<file path="src/verilog/acp_defs.svh">
// Purpose: constants of the ASCII command parser
// Assumes: included by the package; the design file relies on that include
// Notes: definitions only
`ifndef ACP_DEFS_SVH
`define ACP_DEFS_SVH
// ============================================================
// Sizes
`define ACP_NSLOT 22
`define ACP_NPAR 4
// ============================================================
// Staging slots, in commit order
`define ACP_SLOT_FMT 5'h02
`define ACP_SLOT_INTV 5'h12
`define ACP_SLOT_LAST 5'h15
`define ACP_SLOT_NONE 5'h1F
// ============================================================
// Characters and limits
`define ACP_WS_MAX 8'h20
`define ACP_NUM_MAX 17'h0FFFF
`define ACP_REP_DONE 3'h5
`define ACP_REP_UNITS 3'h4
// ============================================================
// Error codes
`define ACP_ERR_NONE 4'h0
`define ACP_ERR_SYNTAX 4'h1
`define ACP_ERR_CONFLICT 4'h4
`endif

</file>
<file path="src/verilog/acp_pkg.sv">
// Purpose: types of the ASCII command parser
// Assumes: acp_defs.svh on the include path
// Notes: identifier is {kind, letter index}
`include "acp_defs.svh"
package acp_pkg;
    // ========================================================
    // Identifier kinds
    typedef enum logic [1:0] {
        ACP_K_PLAIN = 2'h0,
        ACP_K_HASH = 2'h1,
        ACP_K_AT = 2'h2,
        ACP_K_STAR = 2'h3
    } acp_kind_e;
    // ========================================================
    // Parser states, one-hot
    typedef enum logic [6:0] {
        ACP_IDLE = 7'h01,
        ACP_STAR = 7'h02,
        ACP_IDENT = 7'h04,
        ACP_ARGS = 7'h08,
        ACP_SKIP = 7'h10,
        ACP_EXEC = 7'h20,
        ACP_REPLY = 7'h40
    } acp_state_e;
    typedef logic [`ACP_NPAR-1:0][15:0] acp_par_t;
endpackage : acp_pkg

</file>
<file path="src/verilog/acp_parser.sv">
// Purpose: ASCII command interpreter with staged, committed settings
// Assumes: one 20 MHz clock; host paces replies without back-pressure
// Notes: one clock domain; the character FIFO stalls while committing or replying
// Function
// - Identifiers: letter, letter#, @, *letter
// - Letters are case-insensitive
// - Codes 32 and below are white space
// - White space ends a numeric option
// - Comma or white space separates parameters
// - Single or concatenated commands behave alike
// - Any number of commits per string
// - Immediate commands act when interpreted
// - Replies use five zero-padded digits; the error query replies E and one digit
// - Leading zeros on input are accepted
// - Conflicts raise error indicator and code
// - Too-short interval replaced by fastest possible
// - Commands processed in arrival order
// - Deferred commands staged, last occurrence wins
// - Commit applies staged settings in fixed order
// - Commit closes the command line
// - After error skip through next commit
// - Deferred settings applied all or none
// - Fixed immediate and deferred command sets
// - Some commands exist on one variant only
// - Digital output immediate, data format at commit

// ============================================================
// Character FIFO
module acp_fifo
    import acp_pkg::*;
#(
    parameter int WIDTH = 8,
    parameter int DEPTH = 32
)(
    // Clock and reset
    input wire logic clk,
    input wire logic reset,
    // Fill side
    input wire logic [WIDTH-1:0] in_data,
    input wire logic in_valid,
    output logic in_ready,
    // Drain side
    output logic [WIDTH-1:0] out_data,
    output logic out_valid,
    input wire logic out_ready
);
    localparam int AW = $clog2(DEPTH);
    typedef struct packed {
        logic [AW-1:0] wp;
        logic [AW-1:0] rp;
        logic [AW:0] cnt;
        logic not_full;
    } acp_fifo_s;
    acp_fifo_s r, next_r;
    logic [WIDTH-1:0] mem [DEPTH];
    logic push, pop;

    // Handshakes; ready is registered so it never depends on the pop
    assign push = in_valid && r.not_full;
    assign pop = out_ready && (r.cnt != '0);
    assign in_ready = r.not_full;
    assign out_valid = (r.cnt != '0);
    assign out_data = mem[r.rp];

    // Pointer and count update
    always_comb
    begin
        next_r = r;
        if (push)
        begin
            next_r.wp = r.wp + 1'b1;
        end
        if (pop)
        begin
            next_r.rp = r.rp + 1'b1;
        end
        next_r.cnt = r.cnt + {{AW{1'b0}}, push} - {{AW{1'b0}}, pop};
        next_r.not_full = (next_r.cnt != (AW + 1)'(DEPTH));
    end

    always_ff @(posedge clk)
    begin
        if (reset)
        begin
            r <= '{wp: '0, rp: '0, cnt: '0, not_full: 1'b1};
        end
        else
        begin
            r <= next_r;
        end
        if (push)
        begin
            mem[r.wp] <= in_data;
        end
    end
endmodule : acp_fifo

// ============================================================
// Parser top
module acp_parser
    import acp_pkg::*;
#(
    parameter int FIFO_DEPTH = 32,
    parameter logic [15:0] MIN_INTV_PER_CHAN = 16'h0001
)(
    // Clock and reset
    input wire logic clk,
    input wire logic reset,
    // Command characters from host
    input wire logic [7:0] rx_char,
    input wire logic rx_valid,
    output logic rx_ready,
    // Configuration and status inputs
    input wire logic variant_pin,
    input wire logic [15:0] chan_count,
    input wire logic [15:0] status_word,
    // Immediate command strobe
    output logic imm_valid,
    output logic [6:0] imm_id,
    output logic imm_query,
    output acp_par_t imm_par,
    // Committed deferred setting strobe
    output logic def_valid,
    output logic [4:0] def_slot,
    output acp_par_t def_par,
    // Applied settings and status
    output logic [15:0] dout,
    output logic [15:0] data_fmt,
    output logic err_led,
    // Reply characters
    output logic reply_valid,
    output logic [7:0] reply_char
);
    typedef struct packed {
        acp_state_e st;
        acp_state_e ret;
        logic [1:0] vsync;
        logic cur_vld;
        logic [6:0] cur_id;
        logic cur_q;
        acp_par_t par;
        logic [2:0] pidx;
        logic in_num;
        logic [16:0] num;
        logic perr;
        logic [`ACP_NSLOT-1:0] pend;
        logic [`ACP_NSLOT-1:0][`ACP_NPAR-1:0][15:0] stage;
        logic [4:0] ex;
        logic [3:0] err;
        logic rep_pre;
        logic [15:0] rep_val;
        logic [2:0] rep_idx;
        logic [3:0] rep_cnt;
        logic imm_valid;
        logic [6:0] imm_id;
        logic imm_query;
        acp_par_t imm_par;
        logic def_valid;
        logic [4:0] def_slot;
        acp_par_t def_par;
        logic [15:0] dout;
        logic [15:0] fmt;
        logic err_led;
        logic reply_valid;
        logic [7:0] reply_char;
    } acp_parser_s;
    acp_parser_s r, next_r;

    logic [7:0] ch;
    logic ch_valid, take;

    // ========================================================
    // Decode functions
    // Commit slot of a deferred command, none for immediates
    function automatic logic [4:0] slot_of(input logic [6:0] id, input logic var_b);
        logic [4:0] s;
        s = `ACP_SLOT_NONE;
        case (id)
            {ACP_K_PLAIN, 5'h15}: s = 5'h00;
            {ACP_K_PLAIN, 5'h10}: s = 5'h01;
            {ACP_K_PLAIN, 5'h05}: s = 5'h02;
            {ACP_K_PLAIN, 5'h0C}: s = 5'h03;
            {ACP_K_PLAIN, 5'h0D}: s = 5'h04;
            {ACP_K_PLAIN, 5'h0B}: s = 5'h05;
            {ACP_K_PLAIN, 5'h00}: s = 5'h06;
            {ACP_K_HASH, 5'h00}: s = 5'h07;
            {ACP_K_HASH, 5'h08}: s = 5'h08;
            {ACP_K_STAR, 5'h02}: s = 5'h09;
            {ACP_K_PLAIN, 5'h02}: s = 5'h0A;
            {ACP_K_STAR, 5'h16}: s = var_b ? `ACP_SLOT_NONE : 5'h0B;
            {ACP_K_HASH, 5'h0B}: s = var_b ? `ACP_SLOT_NONE : 5'h0C;
            {ACP_K_HASH, 5'h03}: s = var_b ? 5'h0D : `ACP_SLOT_NONE;
            {ACP_K_HASH, 5'h05}: s = var_b ? 5'h0E : `ACP_SLOT_NONE;
            {ACP_K_HASH, 5'h0C}: s = var_b ? 5'h0F : `ACP_SLOT_NONE;
            {ACP_K_HASH, 5'h16}: s = var_b ? 5'h10 : `ACP_SLOT_NONE;
            {ACP_K_PLAIN, 5'h0F}: s = 5'h11;
            {ACP_K_PLAIN, 5'h08}: s = 5'h12;
            {ACP_K_PLAIN, 5'h18}: s = 5'h13;
            {ACP_K_PLAIN, 5'h13}: s = 5'h14;
            {ACP_K_AT, 5'h00}: s = 5'h15;
            default: s = `ACP_SLOT_NONE;
        endcase
        return s;
    endfunction : slot_of

    // Known immediate identifiers for the active variant
    function automatic logic is_imm(input logic [6:0] id, input logic var_b);
        logic ok;
        ok = 1'b0;
        case (id)
            {ACP_K_STAR, 5'h01}, {ACP_K_STAR, 5'h05}, {ACP_K_STAR, 5'h0A},
            {ACP_K_STAR, 5'h0F}, {ACP_K_STAR, 5'h11}, {ACP_K_STAR, 5'h12},
            {ACP_K_STAR, 5'h13}, {ACP_K_HASH, 5'h02}, {ACP_K_HASH, 5'h11},
            {ACP_K_PLAIN, 5'h04}, {ACP_K_PLAIN, 5'h06}, {ACP_K_PLAIN, 5'h07},
            {ACP_K_PLAIN, 5'h09}, {ACP_K_PLAIN, 5'h0A}, {ACP_K_PLAIN, 5'h0E},
            {ACP_K_PLAIN, 5'h11}, {ACP_K_PLAIN, 5'h12}, {ACP_K_PLAIN, 5'h14}:
                ok = 1'b1;
            {ACP_K_STAR, 5'h06}: ok = !var_b;
            default: ok = 1'b0;
        endcase
        return ok;
    endfunction : is_imm

    function automatic logic [16:0] pow10(input logic [2:0] idx);
        logic [16:0] p;
        case (idx)
            3'h0: p = 17'h02710;
            3'h1: p = 17'h003E8;
            3'h2: p = 17'h00064;
            3'h3: p = 17'h0000A;
            default: p = 17'h00001;
        endcase
        return p;
    endfunction : pow10

    // ========================================================
    // Input buffer; stalls while committing or replying
    acp_fifo #(.WIDTH(8), .DEPTH(FIFO_DEPTH)) u_fifo (
        .clk(clk),
        .reset(reset),
        .in_data(rx_char),
        .in_valid(rx_valid),
        .in_ready(rx_ready),
        .out_data(ch),
        .out_valid(ch_valid),
        .out_ready(take)
    );

    assign take = ch_valid && (r.st != ACP_EXEC) && (r.st != ACP_REPLY);

    // ========================================================
    // Next-state logic
    always_comb
    begin
        logic [7:0] uc;
        logic is_ws, is_dig, is_let, is_start, do_disp, bad, var_b;
        logic [4:0] slot;
        logic [16:0] acc;
        logic [15:0] min_iv;
        acp_par_t cp;
        logic [2:0] cpi;
        logic cperr;
        uc = '0;
        is_ws = 1'b0;
        is_dig = 1'b0;
        is_let = 1'b0;
        is_start = 1'b0;
        do_disp = 1'b0;
        bad = 1'b0;
        var_b = r.vsync[1];
        slot = `ACP_SLOT_NONE;
        acc = '0;
        min_iv = '0;
        next_r = r;
        next_r.imm_valid = 1'b0;
        next_r.def_valid = 1'b0;
        next_r.reply_valid = 1'b0;
        next_r.vsync = {r.vsync[0], variant_pin};
        next_r.err_led = (r.err != `ACP_ERR_NONE);
        // Close any open option before use
        cp = r.par;
        cpi = r.pidx;
        cperr = r.perr;
        if (r.in_num)
        begin
            if (r.pidx < 3'(`ACP_NPAR))
            begin
                cp[r.pidx[1:0]] = r.num[15:0];
            end
            else
            begin
                cperr = 1'b1;
            end
            cpi = r.pidx + 3'h1;
        end
        uc = ((ch >= 8'h61) && (ch <= 8'h7A)) ? (ch - 8'h20) : ch;
        is_ws = (ch <= `ACP_WS_MAX);
        is_dig = (ch >= 8'h30) && (ch <= 8'h39);
        is_let = (uc >= 8'h41) && (uc <= 8'h5A);
        is_start = is_let || (ch == 8'h2A) || (ch == 8'h40);
        do_disp = take && r.cur_vld && is_start && (r.st != ACP_SKIP) && (r.st != ACP_STAR);
        slot = slot_of(r.cur_id, var_b);
        min_iv = 16'(chan_count * MIN_INTV_PER_CHAN);
        case (r.st)
            ACP_IDLE, ACP_IDENT, ACP_ARGS:
            begin
                if (take)
                begin
                    if (is_ws || (ch == 8'h2C))
                    begin
                        next_r.par = cp;
                        next_r.pidx = cpi;
                        next_r.perr = cperr;
                        next_r.in_num = 1'b0;
                        if (r.st == ACP_IDENT)
                        begin
                            next_r.st = ACP_ARGS;
                        end
                    end
                    else if (is_dig && r.cur_vld)
                    begin
                        acc = r.in_num ? (r.num * 17'h0000A) : '0;
                        acc = acc + {13'h0000, ch[3:0]};
                        next_r.num = acc;
                        next_r.perr = r.perr || (acc > `ACP_NUM_MAX);
                        next_r.in_num = 1'b1;
                        next_r.st = ACP_ARGS;
                    end
                    else if ((ch == 8'h23) && (r.st == ACP_IDENT)
                        && (r.cur_id[6:5] == ACP_K_PLAIN))
                    begin
                        next_r.cur_id[6:5] = ACP_K_HASH;
                    end
                    else if ((ch == 8'h3F) && r.cur_vld && !r.in_num)
                    begin
                        next_r.cur_q = 1'b1;
                    end
                    else if (is_start)
                    begin
                        next_r.cur_vld = 1'b0;
                        next_r.cur_q = 1'b0;
                        next_r.par = '0;
                        next_r.pidx = '0;
                        next_r.in_num = 1'b0;
                        next_r.perr = 1'b0;
                        if (ch == 8'h2A)
                        begin
                            next_r.st = ACP_STAR;
                        end
                        else if (uc == 8'h58)
                        begin
                            next_r.st = ACP_EXEC;
                            next_r.ex = '0;
                        end
                        else
                        begin
                            next_r.cur_vld = 1'b1;
                            next_r.cur_id = (ch == 8'h40) ? {ACP_K_AT, 5'h00}
                                : {ACP_K_PLAIN, 5'(uc - 8'h41)};
                            next_r.st = ACP_IDENT;
                        end
                    end
                    else
                    begin
                        bad = 1'b1;
                    end
                end
            end
            ACP_STAR:
            begin
                if (take)
                begin
                    if (is_let)
                    begin
                        next_r.cur_vld = 1'b1;
                        next_r.cur_id = {ACP_K_STAR, 5'(uc - 8'h41)};
                        next_r.st = ACP_IDENT;
                    end
                    else
                    begin
                        bad = 1'b1;
                    end
                end
            end
            ACP_SKIP:
            begin
                // Discard everything up to and including the commit
                if (take && (uc == 8'h58))
                begin
                    next_r.pend = '0;
                    next_r.st = ACP_IDLE;
                end
            end
            ACP_EXEC:
            begin
                // Walk slots in commit order, one per cycle
                if (r.pend[r.ex])
                begin
                    next_r.def_valid = 1'b1;
                    next_r.def_slot = r.ex;
                    next_r.def_par = r.stage[r.ex];
                    if (r.ex == `ACP_SLOT_FMT)
                    begin
                        next_r.fmt = r.stage[r.ex][0];
                    end
                end
                next_r.ex = r.ex + 5'h01;
                if (r.ex == `ACP_SLOT_LAST)
                begin
                    next_r.pend = '0;
                    next_r.st = ACP_IDLE;
                end
            end
            ACP_REPLY:
            begin
                // Fixed-width decimal by repeated subtraction
                if (r.rep_pre)
                begin
                    next_r.reply_valid = 1'b1;
                    next_r.reply_char = 8'h45;
                    next_r.rep_pre = 1'b0;
                end
                else if (r.rep_idx == `ACP_REP_DONE)
                begin
                    next_r.st = r.ret;
                end
                else if ({1'b0, r.rep_val} >= pow10(r.rep_idx))
                begin
                    next_r.rep_val = 16'({1'b0, r.rep_val} - pow10(r.rep_idx));
                    next_r.rep_cnt = r.rep_cnt + 4'h1;
                end
                else
                begin
                    next_r.reply_valid = 1'b1;
                    next_r.reply_char = {4'h3, r.rep_cnt};
                    next_r.rep_cnt = '0;
                    next_r.rep_idx = r.rep_idx + 3'h1;
                end
            end
            default:
            begin
                next_r.st = ACP_IDLE;
            end
        endcase
        // Finish the previous command when a new token starts
        if (do_disp)
        begin
            if (cperr)
            begin
                bad = 1'b1;
                next_r.err = `ACP_ERR_CONFLICT;
            end
            else if (is_imm(r.cur_id, var_b) || (r.cur_q && slot != `ACP_SLOT_NONE))
            begin
                next_r.imm_valid = 1'b1;
                next_r.imm_id = r.cur_id;
                next_r.imm_query = r.cur_q;
                next_r.imm_par = cp;
                if (r.cur_id == {ACP_K_PLAIN, 5'h0E})
                begin
                    next_r.dout = cp[0];
                end
                if (r.cur_q || (r.cur_id == {ACP_K_PLAIN, 5'h14}))
                begin
                    next_r.ret = next_r.st;
                    next_r.st = ACP_REPLY;
                    next_r.rep_pre = 1'b0;
                    next_r.rep_idx = '0;
                    next_r.rep_cnt = '0;
                    next_r.rep_val = status_word;
                    if (r.cur_id == {ACP_K_PLAIN, 5'h04})
                    begin
                        next_r.rep_pre = 1'b1;
                        next_r.rep_idx = `ACP_REP_UNITS;
                        next_r.rep_val = {12'h000, r.err};
                        next_r.err = `ACP_ERR_NONE;
                    end
                    else if (slot != `ACP_SLOT_NONE)
                    begin
                        next_r.rep_val = r.stage[slot][0];
                    end
                end
            end
            else if (slot != `ACP_SLOT_NONE)
            begin
                next_r.pend[slot] = 1'b1;
                next_r.stage[slot] = cp;
                if ((slot == `ACP_SLOT_INTV) && (cp[0] < min_iv))
                begin
                    next_r.stage[slot][0] = min_iv;
                    next_r.err = `ACP_ERR_CONFLICT;
                end
            end
            else
            begin
                bad = 1'b1;
                next_r.err = `ACP_ERR_SYNTAX;
            end
        end
        // Error drops the line; a commit in the same cycle closes it
        if (bad)
        begin
            next_r.cur_vld = 1'b0;
            next_r.in_num = 1'b0;
            if (take && (uc == 8'h58))
            begin
                next_r.pend = '0;
                next_r.st = ACP_IDLE;
            end
            else
            begin
                next_r.st = ACP_SKIP;
            end
            if (next_r.err == `ACP_ERR_NONE)
            begin
                next_r.err = `ACP_ERR_SYNTAX;
            end
        end
    end

    // ========================================================
    // State register
    always_ff @(posedge clk)
    begin
        if (reset)
        begin
            r <= '0;
            r.st <= ACP_IDLE;
            r.ret <= ACP_IDLE;
        end
        else
        begin
            r <= next_r;
        end
    end

    // Outputs straight from the state register
    assign imm_valid = r.imm_valid;
    assign imm_id = r.imm_id;
    assign imm_query = r.imm_query;
    assign imm_par = r.imm_par;
    assign def_valid = r.def_valid;
    assign def_slot = r.def_slot;
    assign def_par = r.def_par;
    assign dout = r.dout;
    assign data_fmt = r.fmt;
    assign err_led = r.err_led;
    assign reply_valid = r.reply_valid;
    assign reply_char = r.reply_char;
endmodule : acp_parser

</file>
<file path="config.mk">
export PLATFORM = sky130hd
export DESIGN_NAME = acp_parser
export DESIGN_NICKNAME = d
export VERILOG_FILES = /design/src/verilog/acp_pkg.sv /design/src/verilog/acp_parser.sv
export VERILOG_INCLUDE_DIRS = /design/src /design/src/verilog
export SDC_FILE = /design/constraint.sdc
export NUM_CORES = 2
export LEC_CHECK = 0
export BUFFER_PORTS_ARGS = -buffer_cell sky130_fd_sc_hd__buf_2
export CORE_ASPECT_RATIO = 2
export CORE_UTILIZATION = 57
export CTS_CLUSTER_SIZE = 28
export DETAILED_ROUTE_END_ITERATION = 8
export PLACE_DENSITY = 0.71
export RECOVER_POWER = 100
export SETUP_SLACK_MARGIN = 0.4
export SYNTH_ARGS = -nofsm -noshare
export SYNTH_HDL_FRONTEND = slang
export SYNTH_HIERARCHICAL = 1
export SYNTH_SLANG_ARGS = --single-unit
</file>
<file path="constraint.sdc">
create_clock -name clk -period 7.7 [get_ports clk]
set_input_delay 0.385 -clock clk [delete_from_list [all_inputs] [get_ports clk]]
set_output_delay 0.385 -clock clk [all_outputs]
set_load 0.005 [all_outputs]
</file>
==> impl_metrics.tcl <==
set metrics [dict create \
    r2r-end "def_par[39]" \
    grt_pass1_vias 77159 \
    cap_violations 20 \
    ys_ff_latch 2034 \
    grt-busiest-layer "met2" \
    yosys.cell_types.count 101 \
    ctsHtreeMaxLevel 4 \
    grt_overflow 0 \
    nets 9993 \
    hold_class "in -> reg" \
    crit_type "reg -> reg" \
    maxSlewViolCount 1407 \
    gp_congestion 1.03 \
    syn_area_per_cell_sq_um 9.00 \
    synthCells 10283 \
    dieArea_sq_mm 0.164 \
    netlist_top_cells_area "dfxtp_1, nand2_1, mux4_2" \
    fin_setup_tns_ns -0.0258 \
    yosys_warnings 6 \
    netlist_area_sq_mm 0.0926 \
    pwr_density_cell_mw_per_mm2 279 \
    syn-num-nets 10417 \
    reg2reg_depth 7 \
    die_y_microns 572 \
    wl_per_cell_microns 30.2 \
    cts_tree "built" \
    numCtsBuffers 181 \
    min_period_over_period 1.00 \
    vias 81337 \
    setup_slack_ns -0.0258 \
    crit_arrival_ns 8.23 \
    end_kind "flop" \
    clock-root-buffer "clkbuf_16" \
    grt_start_max_net_pins 203 \
    hold_viol 0 \
    slew_headroom -2.04 \
    place_hpwl_mm 225 \
    grt_pass1_wl_mm 525 \
    setup_viol 1 \
    grt_util_met2 0.689 \
    core-area_sq_mm 0.161 \
    grt_use_total 0.440 \
    port_buffers 228 \
    met3_usage 0.135 \
    area_growth_pct 7.70 \
    async_flop_share 0 \
    dp.cells 11752 \
    totalWireLength_mm 366 \
    status "finished, violations left" \
    skew_ns 0.0662 \
    post-route-min-period_ns 7.73 \
    synth_most_common_cell "nand2_1" \
    critPathLaunchType "flop" \
    crit_required_ns 8.20 \
    pre_cts_slack_ns 0.772 \
    r2r_slack_ns -0.03 \
    grtUsageMet1 0.461 \
    worstHoldPathCells 4 \
    hold_path_startpoint "status_word[3]" \
    num-fill-cells 13449 \
    clk_path_buf_depth 4 \
    drt_pass1_iterations 9 \
    r2r_start "r[214]" \
    synth_ff_type "dfxtp_1" \
    tightest_slew_ns 4.56 \
    path_max_fanout 55 \
    peakVddDrop_v 0.000335 \
    fin_cells 12108 \
    cts_sinks 2034 \
    p_leak_uw 0.0320 \
    violations "max-capacitance violations, max-slew violations, negative setup slack" \
    initial_core_util 0.575 \
    clk_pin_slew_worst_paths_ns 0.07 \
    die-width_microns 287 \
    final_core_util 0.620 \
    antenna_found_initial 35 \
    yosysTopAreaCell "dfxtp_1" \
    fmaxAchievable_mhz 129 \
    worstHoldEndpoint "r[195]" \
    clk_latency_ns 0.86 \
    rsz0062_at_grt "no" \
    io_pins 230 \
    yosysSeqAreaShare 0.468 \
    rows 208 \
    avgViaCountPerCell 6.72 \
    synth_commonest_cells "nand2_1, dfxtp_1, a21oi_1, nor2_1, clkbuf_1" \
    synth_top_area_share 0.385 \
    ant_nets 0 \
    drive_above_1_share 0.119 \
    drt_iter0_drc 11271 \
    drc 0 \
    holdWs_ns 0.0663 \
    synth_edf_count 256 \
]
[per-layer routing]
layer | vias up | wire (microns)
met3 | 2053 | 41200
met2 | 5540 | 166000
met5 | - | 205
met4 | 30 | 44300
li1 | 34892 | -
met1 | 38822 | 114000
[how the worst max path moves through the flow]
stage               depth (start not counted)  slack, ns   start          end
detailed placement                         17       0.77    flop      r[1194]
CTS                                        16       0.69    flop      r[1194]
global route                               16       0.27    flop       r[818]
floorplan                                  19       3.13    flop       r[372]
global placement                           16       0.92    flop      r[1194]
finish                                      7      -0.03  r[214]  def_par[39]
[registers in the layout, indices dropped and copies added (netlist names), 5 cells and up, named ones only]
| name | cells |
|---|---|
| def_par | 64 |
| imm_par | 64 |
| imm_id | 7 |
| reply_char | 6 |
| r | 1572 |
| data_fmt | 16 |
| def_slot | 5 |
| u_fifo/r | 16 |
| u_fifo/mem | 256 |
| dout | 16 |
[worst max-delay path, stage by stage (launching register included)]
cell and delay (ns):
dfxtp_1 2.68, inv_1 0.40, nand2_1 0.61, buf_4 0.81, clkbuf_2 1.33, o21ai_0 0.69
mux2i_1 0.61, a211oi_1 0.15
[power breakdown]
part	switching (uW)	internal, uW
Clock	4190	5030
Combinational	5620	2060
Sequential	111	10800
Total	9920	17900
[layout by cell type (no fill, tap or decap), types with 18 or more instances in the layout]
cell          n
nand2_1    2538
dfxtp_1    1773
a21oi_1    1420
nor2_1      697
a211oi_1    373
mux4_2      360
mux2i_1     278
edfxtp_1    256
clkbuf_1    208
clkbuf_16   184
nor3_1      166
buf_4       165
o21ai_0     129
mux2_2      104
inv_1       101
o22ai_1      99
ha_1         86
buf_2        65
nand3_1      57
a22oi_1      47
a2111oi_0    42
mux2i_2      41
clkinv_2     41
buf_12       41
xnor2_1      36
a211o_1      35
and3_1       26
xor2_1       26
or3_1        21
clkbuf_8     21
nor2b_1      20
diode_2      19
a31oi_1      19
nand4_1      18
a21o_1       18
clkbuf_2     18
[area by class of cell]
| cell class | count | area (sq um) | area share |
|---|---|---|---|
| Multi-Input combinational cell | 7053 | 44200 | 0.443 |
| Sequential cell | 2034 | 43300 | 0.434 |
| Clock buffer | 234 | 5000 | 0.0502 |
| Timing Repair Buffer | 487 | 3350 | 0.0337 |
| Tap cell | 2100 | 2630 | 0.0264 |
| Clock inverter | 79 | 786 | 0.00788 |
| Inverter | 102 | 383 | 0.00384 |
| Antenna cell | 19 | 47.5 | 0.000477 |
[per-stage QoR]
step / instance area (sq um) / power, uW
finish: 99700 / 27800
global route: 99600 / 28200
CTS: 99900 / 26900
detailed placement: 94000 / 17900
global placement: 94000 / 17800
floorplan: 92600 / 14700
[cells by family after synthesis]
family          count (synthesis)  synth area share
flops                        2034             0.468
fa+ha+maj                      90            0.0125
compound gates               2390             0.155
buf+inv                      1197            0.0609
simple gates                 3721             0.163
xor+xnor                       62           0.00587
mux                           788             0.135
other cells                     1         0.0000405
[repair_timing]
action                                  in CTS  in global routing
buffers inserted                             0                  6
resized for setup                            0                  1
endpoints found under the setup margin       0                174
hold buffers                                12                  0
hold endpoints to repair                    12                  0
No activity file was read; power rests on OpenSTA's default activity.
